--- config.mk ---
export PLATFORM = sky130hd
export DESIGN_NAME = flt_fault_regs
export DESIGN_NICKNAME = d
export VERILOG_FILES = /design/src/verilog/flt_pkg.sv /design/src/verilog/flt_latch_bit.sv /design/src/verilog/flt_restart_timer.sv /design/src/verilog/flt_fault_regs.sv
export SDC_FILE = /design/constraint.sdc
export NUM_CORES = 1
export LEC_CHECK = 0
export BUFFER_PORTS_ARGS = -buffer_cell sky130_fd_sc_hd__buf_2
export CAP_MARGIN = 40
export CORE_ASPECT_RATIO = 1.75
export CORE_MARGIN = 10
export CORE_UTILIZATION = 50
export CTS_CLUSTER_DIAMETER = 40
export DETAILED_ROUTE_END_ITERATION = 8
export PLACE_DENSITY = 0.75
export SKIP_LAST_GASP = 1
export SYNTH_ARGS = -nofsm -noshare
export SYNTH_HDL_FRONTEND = slang
export SYNTH_SLANG_ARGS = --single-unit
--- constraint.sdc ---
create_clock -name mclk_in -period 1.92 [get_ports mclk_in]
set_input_delay 0.192 -clock mclk_in [delete_from_list [all_inputs] [get_ports mclk_in]]
set_output_delay 0.192 -clock mclk_in [all_outputs]
set_load 0.05 [all_outputs]
--- src/verilog/flt_pkg.sv ---
// package: register map, field positions and timing counts for the fault latch bank
package flt_pkg;
    localparam logic [7:0] FLT_ADDR_GEN_STATUS = 8'h02;
    localparam logic [7:0] FLT_ADDR_RESERVED = 8'h04;
    localparam logic [7:0] FLT_ADDR_FAULT_ONE = 8'h05;
    localparam logic [7:0] FLT_ADDR_FAULT_TWO = 8'h06;
    // reset values
    localparam logic [7:0] FLT_RST_FAULT_ONE = 8'h00;
    localparam logic [7:0] FLT_RST_FAULT_TWO = 8'h00;
    localparam logic [7:0] FLT_RST_RESERVED = 8'h00;
    // fault_flags_one fields
    localparam int FLT_F1_IRQ_RELEASE = 7;
    localparam int FLT_F1_REG_OC_UV = 4;
    localparam int FLT_F1_OVER_TEMP = 3;
    localparam int FLT_F1_SW_OC = 2;
    // fault_flags_two fields
    localparam int FLT_F2_WATCHDOG = 7;
    localparam int FLT_F2_OUT_HICCUP = 6;
    localparam int FLT_F2_IN_UV = 5;
    localparam int FLT_F2_OUT_OV = 4;
    localparam int FLT_F2_LIGHT_LOAD = 3;
    localparam int FLT_F2_IN_OV = 2;
    localparam int FLT_F2_BUS_ERR = 1;
    // general status field that mirrors the interrupt pin
    localparam int FLT_GS_IRQ_PIN = 6;
    // regulator restart delay
    localparam int FLT_REG_RESTART_MS = 100;
    localparam int FLT_CLK_MHZ = 100;
    localparam int FLT_REG_RESTART_CYC = FLT_REG_RESTART_MS * 1000 * FLT_CLK_MHZ;
    localparam int FLT_DLY_W = 24;
    // number of fault sources held in latch bits (all read-to-clear except the watchdog)
    localparam int FLT_NSRC = 9;
    typedef enum logic [1:0] {
        FLT_RS_IDLE = 2'b00,
        FLT_RS_WAIT = 2'b01,
        FLT_RS_DONE = 2'b11
    } flt_rst_e;
endpackage

--- src/verilog/flt_latch_bit.sv ---
// one sticky fault bit with conditional read-to-clear
`timescale 1ns/1ns
module flt_latch_bit
    import flt_pkg::*;
(
    input wire logic mclk_in,
    input wire logic nrst_in,
    input wire logic set_in,
    input wire logic clear_ok_in,
    input wire logic read_in,
    output logic flag_out,
    output logic rise_out
);
    typedef struct packed {
        logic flag;
        logic rise;
    } flt_lb_s;
    flt_lb_s st_reg;
    flt_lb_s st_next;

    always_comb begin
        st_next = st_reg;
        st_next.rise = set_in & ~st_reg.flag;
        if (set_in) begin
            st_next.flag = 1'b1;
        end else if (read_in && clear_ok_in) begin
            st_next.flag = 1'b0;
        end
    end

    always_ff @(posedge mclk_in or negedge nrst_in) begin
        if (!nrst_in) begin
            st_reg <= '0;
        end else begin
            st_reg <= st_next;
        end
    end

    assign flag_out = st_reg.flag;
    assign rise_out = st_reg.rise;
endmodule

--- src/verilog/flt_restart_timer.sv ---
// restart delay that gates clearing of the regulator fault
`timescale 1ns/1ns
module flt_restart_timer
    import flt_pkg::*;
#(
    parameter int RESTART_CYC = FLT_REG_RESTART_CYC
) (
    input wire logic mclk_in,
    input wire logic nrst_in,
    input wire logic start_in,
    output logic expired_out
);
    typedef struct packed {
        flt_rst_e state;
        logic [FLT_DLY_W-1:0] cnt;
    } flt_rt_s;
    flt_rt_s st_reg;
    flt_rt_s st_next;

    always_comb begin
        st_next = st_reg;
        case (st_reg.state)
            FLT_RS_IDLE: begin
                if (start_in) begin
                    st_next.state = FLT_RS_WAIT;
                    st_next.cnt = '0;
                end
            end
            FLT_RS_WAIT: begin
                // a fresh overcurrent restarts the delay
                if (start_in) begin
                    st_next.cnt = '0;
                end else if (st_reg.cnt == FLT_DLY_W'(RESTART_CYC - 1)) begin
                    st_next.state = FLT_RS_DONE;
                end else begin
                    st_next.cnt = st_reg.cnt + 1'b1;
                end
            end
            FLT_RS_DONE: begin
                if (start_in) begin
                    st_next.state = FLT_RS_WAIT;
                    st_next.cnt = '0;
                end
            end
            default: begin
                st_next.state = FLT_RS_IDLE;
            end
        endcase
    end

    always_ff @(posedge mclk_in or negedge nrst_in) begin
        if (!nrst_in) begin
            st_reg <= '{state: FLT_RS_IDLE, cnt: '0};
        end else begin
            st_reg <= st_next;
        end
    end

    assign expired_out = (st_reg.state != FLT_RS_WAIT);
endmodule

--- src/verilog/flt_fault_regs.sv ---
// latching fault and status registers with interrupt output
`timescale 1ns/1ns
//
// Operation
// writing 1 to fault_flags_one bit 7 releases interrupt; bit self-clears
// interrupt may stay asserted while a fault condition persists after release
// general status bit 6 reflects the live interrupt pin level
// regulator overcurrent/undervolt bit 4 latches, read of its register clears
// regulator fault mask never hides the regulator fault bit
// regulator fault bit not cleared until restart delay expires
// over-temperature bit 3 and switch overcurrent bit 2 latch, read clears
// those two bits are not cleared while their condition persists
// enabled watchdog expiry sets latching watchdog fault bit 7
// reading fault_flags_two leaves the watchdog fault bit unchanged
// watchdog timer restarts on service access or when disabled
// output hiccup fault bit 6 latches on hiccup from overcurrent
// hiccup bit held through off period; cleared only by read after exit
// input undervolt bit 5 latches below programmed threshold
// input undervolt bit cleared by read only when input above threshold
// output overvolt bit 4 latches; read clears only below threshold
// light-load bit 3 latches entering off state; clears by read after exit
// input overvolt bit 2 latches when powered on; read clears below threshold
// bus error bit 1 sets on failed command or corrupt data
// reserved register 0x04 and unused fault bits read zero
// any fault latching asserts interrupt; set beats simultaneous clear
// read clears only bits whose clearing condition holds at the read
module flt_fault_regs
    import flt_pkg::*;
#(
    parameter int RESTART_CYC = FLT_REG_RESTART_CYC
) (
    input wire logic mclk_in,
    input wire logic nrst_in,
    input wire logic [7:0] reg_addr_in,
    input wire logic reg_wr_in,
    input wire logic [7:0] reg_wdata_in,
    input wire logic reg_rd_in,
    input wire logic regulator_overcurrent_undervolt_in,
    input wire logic regulator_oc_event_in,
    input wire logic regulator_fault_mask_in,
    input wire logic over_temperature_in,
    input wire logic switch_overcurrent_in,
    input wire logic watchdog_expired_in,
    input wire logic watchdog_enabled_in,
    input wire logic watchdog_service_in,
    input wire logic output_hiccup_in,
    input wire logic input_below_undervolt_in,
    input wire logic output_overvolt_in,
    input wire logic light_load_off_state_in,
    input wire logic power_on_state_in,
    input wire logic input_overvolt_in,
    input wire logic bus_error_in,
    input wire logic irq_pin_level_in,
    output logic [7:0] reg_rdata_out,
    output logic fault_interrupt_out_n_out,
    output logic fault_interrupt_oe_out,
    output logic watchdog_restart_out,
    output logic irq_pin_status_out
);
    // ------------------------------------------------------------
    // state
    // ------------------------------------------------------------
    typedef struct packed {
        logic [7:0] rdata;
        logic irq_n;
        logic wd_restart;
        logic pin_status;
        logic bus_err;
    } flt_top_s;
    flt_top_s st_reg;
    flt_top_s st_next;

    logic rd_one;
    logic rd_two;
    logic irq_release;
    logic reg_delay_done;
    logic [FLT_NSRC-1:0] src_set;
    logic [FLT_NSRC-1:0] src_ok;
    logic [FLT_NSRC-1:0] src_rd;
    logic [FLT_NSRC-1:0] flag;
    logic [FLT_NSRC-1:0] rise;
    logic [7:0] f1_val;
    logic [7:0] f2_val;
    logic [7:0] gs_val;

    // ------------------------------------------------------------
    // access decode
    // ------------------------------------------------------------
    assign rd_one = reg_rd_in && (reg_addr_in == FLT_ADDR_FAULT_ONE);
    assign rd_two = reg_rd_in && (reg_addr_in == FLT_ADDR_FAULT_TWO);
    // release bit is a pulse, never stored, so it always reads back 0
    assign irq_release = reg_wr_in && (reg_addr_in == FLT_ADDR_FAULT_ONE)
        && reg_wdata_in[FLT_F1_IRQ_RELEASE];

    flt_restart_timer #(
        .RESTART_CYC(RESTART_CYC)
    ) u_restart (
        .mclk_in(mclk_in),
        .nrst_in(nrst_in),
        .start_in(regulator_oc_event_in),
        .expired_out(reg_delay_done)
    );

    // ------------------------------------------------------------
    // fault sources: index 0..2 in fault_flags_one, 3..8 in two
    // ------------------------------------------------------------
    always_comb begin
        // mask input deliberately unused: status always reports
        src_set[0] = regulator_overcurrent_undervolt_in | regulator_oc_event_in;
        // the timer only leaves idle one edge after the event, so block that edge too
        src_ok[0] = ~regulator_overcurrent_undervolt_in & ~regulator_oc_event_in & reg_delay_done;
        src_rd[0] = rd_one;
        src_set[1] = over_temperature_in;
        src_ok[1] = ~over_temperature_in;
        src_rd[1] = rd_one;
        src_set[2] = switch_overcurrent_in;
        src_ok[2] = ~switch_overcurrent_in;
        src_rd[2] = rd_one;
        src_set[3] = watchdog_enabled_in & watchdog_expired_in;
        src_ok[3] = 1'b0;
        src_rd[3] = 1'b0;
        src_set[4] = output_hiccup_in;
        src_ok[4] = ~output_hiccup_in;
        src_rd[4] = rd_two;
        src_set[5] = input_below_undervolt_in;
        src_ok[5] = ~input_below_undervolt_in;
        src_rd[5] = rd_two;
        src_set[6] = output_overvolt_in;
        src_ok[6] = ~output_overvolt_in;
        src_rd[6] = rd_two;
        src_set[7] = light_load_off_state_in;
        src_ok[7] = ~light_load_off_state_in;
        src_rd[7] = rd_two;
        src_set[8] = input_overvolt_in & power_on_state_in;
        src_ok[8] = ~input_overvolt_in;
        src_rd[8] = rd_two;
    end

    genvar gi;
    generate
        for (gi = 0; gi < FLT_NSRC; gi++) begin : g_bit
            flt_latch_bit u_bit (
                .mclk_in(mclk_in),
                .nrst_in(nrst_in),
                .set_in(src_set[gi]),
                .clear_ok_in(src_ok[gi]),
                .read_in(src_rd[gi]),
                .flag_out(flag[gi]),
                .rise_out(rise[gi])
            );
        end
    endgenerate

    // bus error sticks; no clearing condition is defined for it
    logic bus_err_rise;
    assign bus_err_rise = bus_error_in & ~st_reg.bus_err;

    // ------------------------------------------------------------
    // read data
    // ------------------------------------------------------------
    always_comb begin
        f1_val = FLT_RST_FAULT_ONE;
        f1_val[FLT_F1_REG_OC_UV] = flag[0];
        f1_val[FLT_F1_OVER_TEMP] = flag[1];
        f1_val[FLT_F1_SW_OC] = flag[2];
        f2_val = FLT_RST_FAULT_TWO;
        f2_val[FLT_F2_WATCHDOG] = flag[3];
        f2_val[FLT_F2_OUT_HICCUP] = flag[4];
        f2_val[FLT_F2_IN_UV] = flag[5];
        f2_val[FLT_F2_OUT_OV] = flag[6];
        f2_val[FLT_F2_LIGHT_LOAD] = flag[7];
        f2_val[FLT_F2_IN_OV] = flag[8];
        f2_val[FLT_F2_BUS_ERR] = st_reg.bus_err;
        gs_val = 8'h00;
        gs_val[FLT_GS_IRQ_PIN] = irq_pin_level_in;
    end

    // ------------------------------------------------------------
    // next state
    // ------------------------------------------------------------
    always_comb begin
        st_next = st_reg;
        if (reg_rd_in) begin
            case (reg_addr_in)
                FLT_ADDR_FAULT_ONE: begin
                    st_next.rdata = f1_val;
                end
                FLT_ADDR_FAULT_TWO: begin
                    st_next.rdata = f2_val;
                end
                FLT_ADDR_GEN_STATUS: begin
                    st_next.rdata = gs_val;
                end
                FLT_ADDR_RESERVED: begin
                    st_next.rdata = FLT_RST_RESERVED;
                end
                default: begin
                    st_next.rdata = 8'h00;
                end
            endcase
        end
        // new latch wins over a release in the same cycle
        if (|rise || bus_err_rise) begin
            st_next.irq_n = 1'b0;
        end else if (irq_release) begin
            // live conditions re-assert on their next rising latch only
            st_next.irq_n = 1'b1;
        end
        st_next.wd_restart = watchdog_service_in | ~watchdog_enabled_in;
        st_next.pin_status = irq_pin_level_in;
        st_next.bus_err = st_reg.bus_err | bus_error_in;
    end

    always_ff @(posedge mclk_in or negedge nrst_in) begin
        if (!nrst_in) begin
            st_reg <= '{
                rdata: 8'h00,
                irq_n: 1'b1,
                wd_restart: 1'b1,
                pin_status: 1'b1,
                bus_err: 1'b0
            };
        end else begin
            st_reg <= st_next;
        end
    end

    assign reg_rdata_out = st_reg.rdata;
    assign fault_interrupt_out_n_out = 1'b0;
    assign fault_interrupt_oe_out = ~st_reg.irq_n;
    assign watchdog_restart_out = st_reg.wd_restart;
    assign irq_pin_status_out = st_reg.pin_status;
endmodule

==> impl_metrics.py, run 1 <==
metrics = {
    "place": {
        "dp_slack_ns": -0.0778,
        "gp_congestion": 0.882,
        "io_buffers": 37,
        "dp_hpwl_um": 5010,
    },
    "critical_path": {
        "cp-start-kind": "flop",
        "reg2regPathDepth": 5,
        "end_kind": "flop",
        "reg2reg_slack_ns": -0.05,
        "crit_type": "reg2reg",
        "worstPathArrival_ns": 2.16,
        "path_max_fanout": 6,
        "worstPathRequired_ns": 2.12,
        "rr_startpoint": "u_restart.st_reg[18]",
        "reg2reg_to": "u_restart.st_reg[14]",
    },
    "floorplanning": {
        "die_area_um2": 8950,
        "ioPinCount": 48,
        "die_y_um": 118,
        "initial_core_util": 0.517,
        "die_x_um": 75.9,
        "core_area_um2": 5300,
        "num_rows": 35,
    },
    "min_path": {
        "hold_path.class": "in2reg",
        "holdPathEnd": "watchdog_restart_out",
        "hold-path-cell-count": 2,
        "min_from": "watchdog_enabled_in",
    },
    "clock_tree": {
        "root_buffer": "clkbuf_8",
        "cts_buffers": 5,
        "clk_pin_slew_ns": 0.09,
        "htree_levels": 2,
        "clock_sinks": 55,
        "clk_latency_ns": 0.31,
        "cts_buffer_depth": 2,
        "cts_tree": "built",
    },
    "synth": {
        "yosysTopAreaCellShare": 0.475,
        "yosysSeqAreaShare": 0.504,
        "synthXorXnorAreaFrac": 0,
        "synth-seq-cells": 55,
        "yosys.area_share.simple": 0.214,
        "synth_compound_area_frac": 0.193,
        "ys_warn_count": 0,
        "synth_most_common_cell": "dfrtp_1",
        "avgSynthCellArea_um2": 9.71,
        "yosysUniqueCellTypes": 45,
        "synth_area_leaders": "dfrtp_1 48%, o21ai_0 4.8%, nand2_1 4.1%",
        "synthFlopType": "dfrtp_1",
        "synth_top_family_by_area": "simple AND/OR/NAND/NOR gates",
        "synth_common_cells": "52 x dfrtp_1, 30 x nand2_1, 26 x o21ai_0",
        "synthArstFlopShare": 1.00,
        "netlist_area_um2": 2740,
        "synth_edf_count": 0,
        "synth-adder-area-share": 0.0137,
        "muxShareOfSynthArea": 0.00777,
        "synth_area_leader_cell": "dfrtp_1",
        "postSynthCellCount": 282,
    },
    "drt": {
        "dr.pass1.iters": 5,
        "wl_per_cell_um": 18.3,
        "ant_nets": 0,
        "drc": 0,
        "dr.first_iter.drc_count": 213,
        "wl_um": 7980,
        "num_vias": 2597,
        "vias_per_cell": 5.97,
    },
    "timing": {
        "finalHoldViolations": 0,
        "report.final.setup_viol": 9,
        "period_needed_ns": 1.97,
        "post-route-worst-setup-slack_ns": -0.0469,
        "worst_pin_slew_ns": 0.578,
        "rsz0062_at_grt": "yes",
        "fmax_ghz": 0.508,
        "max-slew-margin-rel": 0.612,
        "fin_crit_sh": 1.02,
        "slew_violations": 0,
        "fin_skew_ns": 0.00796,
    },
    "status": {
        "violations": "setup timing",
        "status": "finished with violations",
    },
    "pwr": {
        "p_sw_mw": 0.491,
        "netSwitchingFraction": 0.232,
        "seqPwrFrac": 0.555,
        "finalPower_mw": 2.12,
        "p_int_mw": 1.63,
        "power.clock.fraction": 0.361,
        "peakVddDrop_mv": 0.609,
        "cellLeakagePower_nw": 1.66,
        "p_per_area_nw_per_um2": 574,
        "combPwrFrac": 0.084,
    },
    "finish": {
        "largest_reg_flops": 26,
        "drive_above_1_share": 0.374,
        "layout.nets": 399,
        "antennaDiodeCount": 0,
        "areaGrowthSynthToFinish_pct": 34.7,
    },
    "global_routing": {
        "grt_pass1_wl_um": 11900,
        "first_global_vias": 2565,
        "grt_max_degree": 56,
        "antenna_found_initial": 0,
        "grt_use_total": 0.159,
        "overflow": 0,
    },
    "flow_run": {
        "maxCapViolations": 0,
    },
}
per-stage QoR:
stage | hold slack [ns] | area [um2] | setup TNS, ns | utilization | std cells
6_report | 0.0161 | 3690 | -0.350 | 0.696 | 435
5_1_grt | 0.00447 | 3690 | -1.37 | 0.696 | 435
4_1_cts | 0.0118 | 3360 | -0.00455 | 0.634 | 421
3_5_place_dp | 0.213 | 3180 | -0.853 | 0.600 | 409
3_3_place_gp | 0.210 | 3180 | -0.122 | 0.600 | 409
2_1_floorplan | -0.104 | 2750 | -0.00171 | - | 283
per-layer routing:
layer / wire length, um / track usage
met1: 2750 / 0.158
met5: 0 / 0
met2: 4240 / 0.289
met3: 528 / 0.0344
met4: 457 / 0.0976
worst max path at each step:
stage,from,endpoint,cells after the start
after floorplan,u_restart.st_reg[24],u_restart.st_reg[23],8
after global placement,u_restart.st_reg[24],u_restart.st_reg[20],8
after detailed placement,u_restart.st_reg[24],u_restart.st_reg[20],8
after CTS,u_restart.st_reg[18],u_restart.st_reg[2],6
after global routing,u_restart.st_reg[24],u_restart.st_reg[23],7
final,u_restart.st_reg[18],u_restart.st_reg[14],5
layout by cell type, fill, tap and decap left out, drive strengths merged, types with 7 or more instances in the layout:
master	count
a21oi	8
buf	82
clkbuf	8
dfrtp	52
inv	14
nand2	30
nand3	14
nand4	7
nor2	15
nor2b	9
nor3	10
o21ai	28
o31ai	14
logic make-up (layout without fill, tap and decap cells):
kind of cell | count (synthesis) | after routing
other cells | 1 | 2
fa+ha+maj | 3 | 3
flops | 55 | 55
mux | 2 | 2
simple gates | 107 | 110
buf+inv | 34 | 108
compound gates | 80 | 81
critical path: stages, from the launching register on:
cell	delay (ns)
dfrtp_1	0.40
or4b_4	0.58
nor3_4	0.19
a41o_4	0.33
or2_4	0.27
o31ai_2	0.09
cell type report:
type	instances	area [um2]
Clock inverter	2	37.5
Clock buffer	6	72.6
Multi-Input combinational cell	198	1420
Inverter	14	52.6
Timing Repair Buffer	86	629
Tap cell	74	92.6
Sequential cell	55	1380
Fill cell	388	1610
power groups by stage:
stage / clock (mW) / combinational, mW / sequential, mW
after floorplan: 0 / 0.0728 / 1.21
after global placement: 0 / 0.152 / 1.20
after detailed placement: 0 / 0.155 / 1.20
after CTS: 0.781 / 0.162 / 1.18
after global routing: 0.833 / 0.194 / 1.18
final: 0.764 / 0.177 / 1.18
what timing repair did:
action / CTS / global route
cloned: 1 / 6
resized for setup: 9 / 52
pin swaps: 1 / 18
endpoints found under the hold margin: 53 / 0
hold buffers: 2 / 0
setup buffers: 1 / 8
endpoints found under the setup margin: 23 / 25
No activity file was read; power rests on OpenSTA's default activity.
==> inputs of run 2 (changes only) <==
Settings changed: TNS_END_PERCENT set to 5.
==> run 2 against run 1 <==
  * The run still ends with setup timing left
  * Non-clock buffer count fell by 10
  * Clock skew down 0.0017 ns
  * Sequential share of layout area rose by 3.7 points
  * Combinational power decreased by 8%
  * Critical path depth is 1 higher
  * Register-to-register slack improved by 0.03 ns
  * Count of clock-buffer cells in the layout did not move
  * Setup slack gained 0.029 ns
  * Via count is 5.7% lower
  * Global-route usage fell by 0.20 points
  * Worst hold slack worse by 0.0024 ns
  * Critical path type unchanged
  * Critical endpoint is now u_restart.st_reg[2]
==> impl_metrics.py, run 2 (synthesis gave the netlist of run 1 again) <==
metrics = {
    "status": {
        "status": "finished with violations",
        "violations": "setup timing",
    },
    "drt": {
        "wl_um": 6940,
        "dr.first_iter.drc_count": 146,
        "ant_nets": 0,
        "vias_per_cell": 5.81,
        "drc": 0,
        "dr.pass1.iters": 4,
        "num_vias": 2450,
        "wl_per_cell_um": 16.4,
    },
    "timing": {
        "post-route-worst-setup-slack_ns": -0.0180,
        "holdWs_ns": 0.0137,
        "period_needed_ns": 1.94,
        "slew_violations": 0,
        "fmax_ghz": 0.516,
        "rsz0062_at_grt": "yes",
        "fin_crit_sh": 1.01,
        "finalHoldViolations": 0,
        "fin_skew_ns": 0.00628,
        "report.final.setup_viol": 3,
    },
    "critical_path": {
        "path_cells": "or4b_4, nor3_2, a41o_4, buf_6, o21ai_0, o41ai_1",
        "reg2regPathDepth": 6,
        "crit_type": "reg2reg",
        "reg2reg_to": "u_restart.st_reg[2]",
        "end_kind": "flop",
        "worstPathArrival_ns": 2.13,
        "path_max_fanout": 17,
        "slowest_delay_ns": 0.57,
        "worstPathRequired_ns": 2.11,
        "cpMaxStageDelayCell": "or4b_4",
        "reg2reg_slack_ns": -0.02,
        "cp-start-kind": "flop",
        "rr_startpoint": "u_restart.st_reg[18]",
    },
    "min_path": {
        "min_from": "watchdog_enabled_in",
        "hold-path-cell-count": 2,
        "hold_path.class": "in2reg",
        "holdPathEnd": "watchdog_restart_out",
    },
    "global_routing": {
        "grt_pass1_wl_um": 11800,
        "grt_use_total": 0.157,
        "antenna_found_initial": 0,
        "first_global_vias": 2558,
        "overflow": 0,
        "grt_max_degree": 56,
    },
    "finish": {
        "seq_area_um2": 1380,
        "final_cell_mix": "52 x dfrtp_1, 37 x buf_2, 35 x buf_4",
        "multi_input_area_um2": 1220,
        "fillers": 453,
        "final_common_cell": "dfrtp_1",
        "largest_reg_flops": 26,
        "layout.nets": 386,
        "areaGrowthSynthToFinish_pct": 22.6,
        "drive_above_1_share": 0.287,
        "antennaDiodeCount": 0,
    },
    "floorplanning": {
        "num_rows": 35,
        "initial_core_util": 0.517,
        "ioPinCount": 48,
        "core_area_um2": 5300,
        "die_area_um2": 8950,
        "die_y_um": 118,
        "die_x_um": 75.9,
    },
    "place": {
        "io_buffers": 37,
        "gp_congestion": 0.882,
        "dp_hpwl_um": 5010,
    },
    "clock_tree": {
        "clk_latency_ns": 0.31,
        "cts_tree": "built",
        "cts_buffers": 5,
        "htree_levels": 2,
        "clock_sinks": 55,
        "clk_pin_slew_ns": 0.09,
        "root_buffer": "clkbuf_8",
        "cts_buffer_depth": 2,
    },
    "pwr": {
        "power.clock.fraction": 0.364,
        "p_int_mw": 1.62,
        "p_sw_mw": 0.481,
        "finalPower_mw": 2.10,
        "peakVddDrop_mv": 0.517,
        "p_per_area_nw_per_um2": 626,
        "cellLeakagePower_nw": 1.47,
        "netSwitchingFraction": 0.229,
        "seqPwrFrac": 0.559,
        "combPwrFrac": 0.077,
    },
    "flow_run": {
        "maxCapViolations": 0,
    },
}
==> run 2: worst max path at each step <==
stage          cells past startpoint                  from  slack, ns                    to
4_1_cts                            7   u_restart.st_reg[0]      -0.02   u_restart.st_reg[1]
6_report                           6  u_restart.st_reg[18]      -0.02   u_restart.st_reg[2]
5_1_grt                            7  u_restart.st_reg[24]      -0.11  u_restart.st_reg[23]
2_1_floorplan                      8  u_restart.st_reg[24]     -0.002  u_restart.st_reg[23]
3_5_place_dp                       8  u_restart.st_reg[24]      -0.08  u_restart.st_reg[20]
3_3_place_gp                       8  u_restart.st_reg[24]      -0.03  u_restart.st_reg[20]
==> run 2: through the flow <==
stage               TNS [ns]  setup WS [ns]  utilization  std cells  area [um2]
floorplan           -0.00171       -0.00171            -        283        2750
global placement      -0.122        -0.0335        0.600        409        3180
detailed placement    -0.853        -0.0778        0.600        409        3180
CTS                  -0.0460        -0.0171        0.632        421        3350
global route           -1.52         -0.114        0.634        422        3360
finish               -0.0384        -0.0180        0.634        422        3360
==> run 2: metal layers <==
metal  up-vias  part of all wire  global-route usage
li1       1154                 -                   -
met1      1172              0.36               0.158
met2        97              0.54               0.287
met3        27             0.059              0.0336
met4         0             0.041              0.0893
met5         -                 0                   0
==> run 2: final cells by class <==
type / instances / share of cell area
clock buffers: 6 / 0.0216
repair buffers: 76 / 0.149
multi-input cells: 195 / 0.364
flip-flops and latches: 55 / 0.411
clock inverters: 2 / 0.0112
well taps: 74 / 0.0276
inverters: 14 / 0.0157
==> run 2: power by group through the flow <==
| stage | clock, mW | combinational, mW | sequential (mW) |
|---|---|---|---|
| finish | 0.764 | 0.162 | 1.17 |
| floorplan | 0 | 0.0728 | 1.21 |
| CTS | 0.781 | 0.162 | 1.18 |
| global route | 0.831 | 0.179 | 1.18 |
| detailed placement | 0 | 0.155 | 1.20 |
| global placement | 0 | 0.152 | 1.20 |
==> run 2: worst max-delay path: cells and delay by family, from the launching register on <==
family	cells	cell delay (ns)
and+or+nand+nor	2	0.80
AOI/OAI and AO/OA	3	0.46
DFF	1	0.40
buffers and inverters	1	0.17
==> run 2: timing repair <==
item | 4_1_cts | 5_1_grt
hold buffers | 2 | 0
endpoints found under the setup margin | 23 | 25
hold endpoints to repair | 53 | 0
gates resized for setup | 7 | 1
pin swaps | 1 | 1
setup buffers | 1 | 1
cloned | 1 | 0
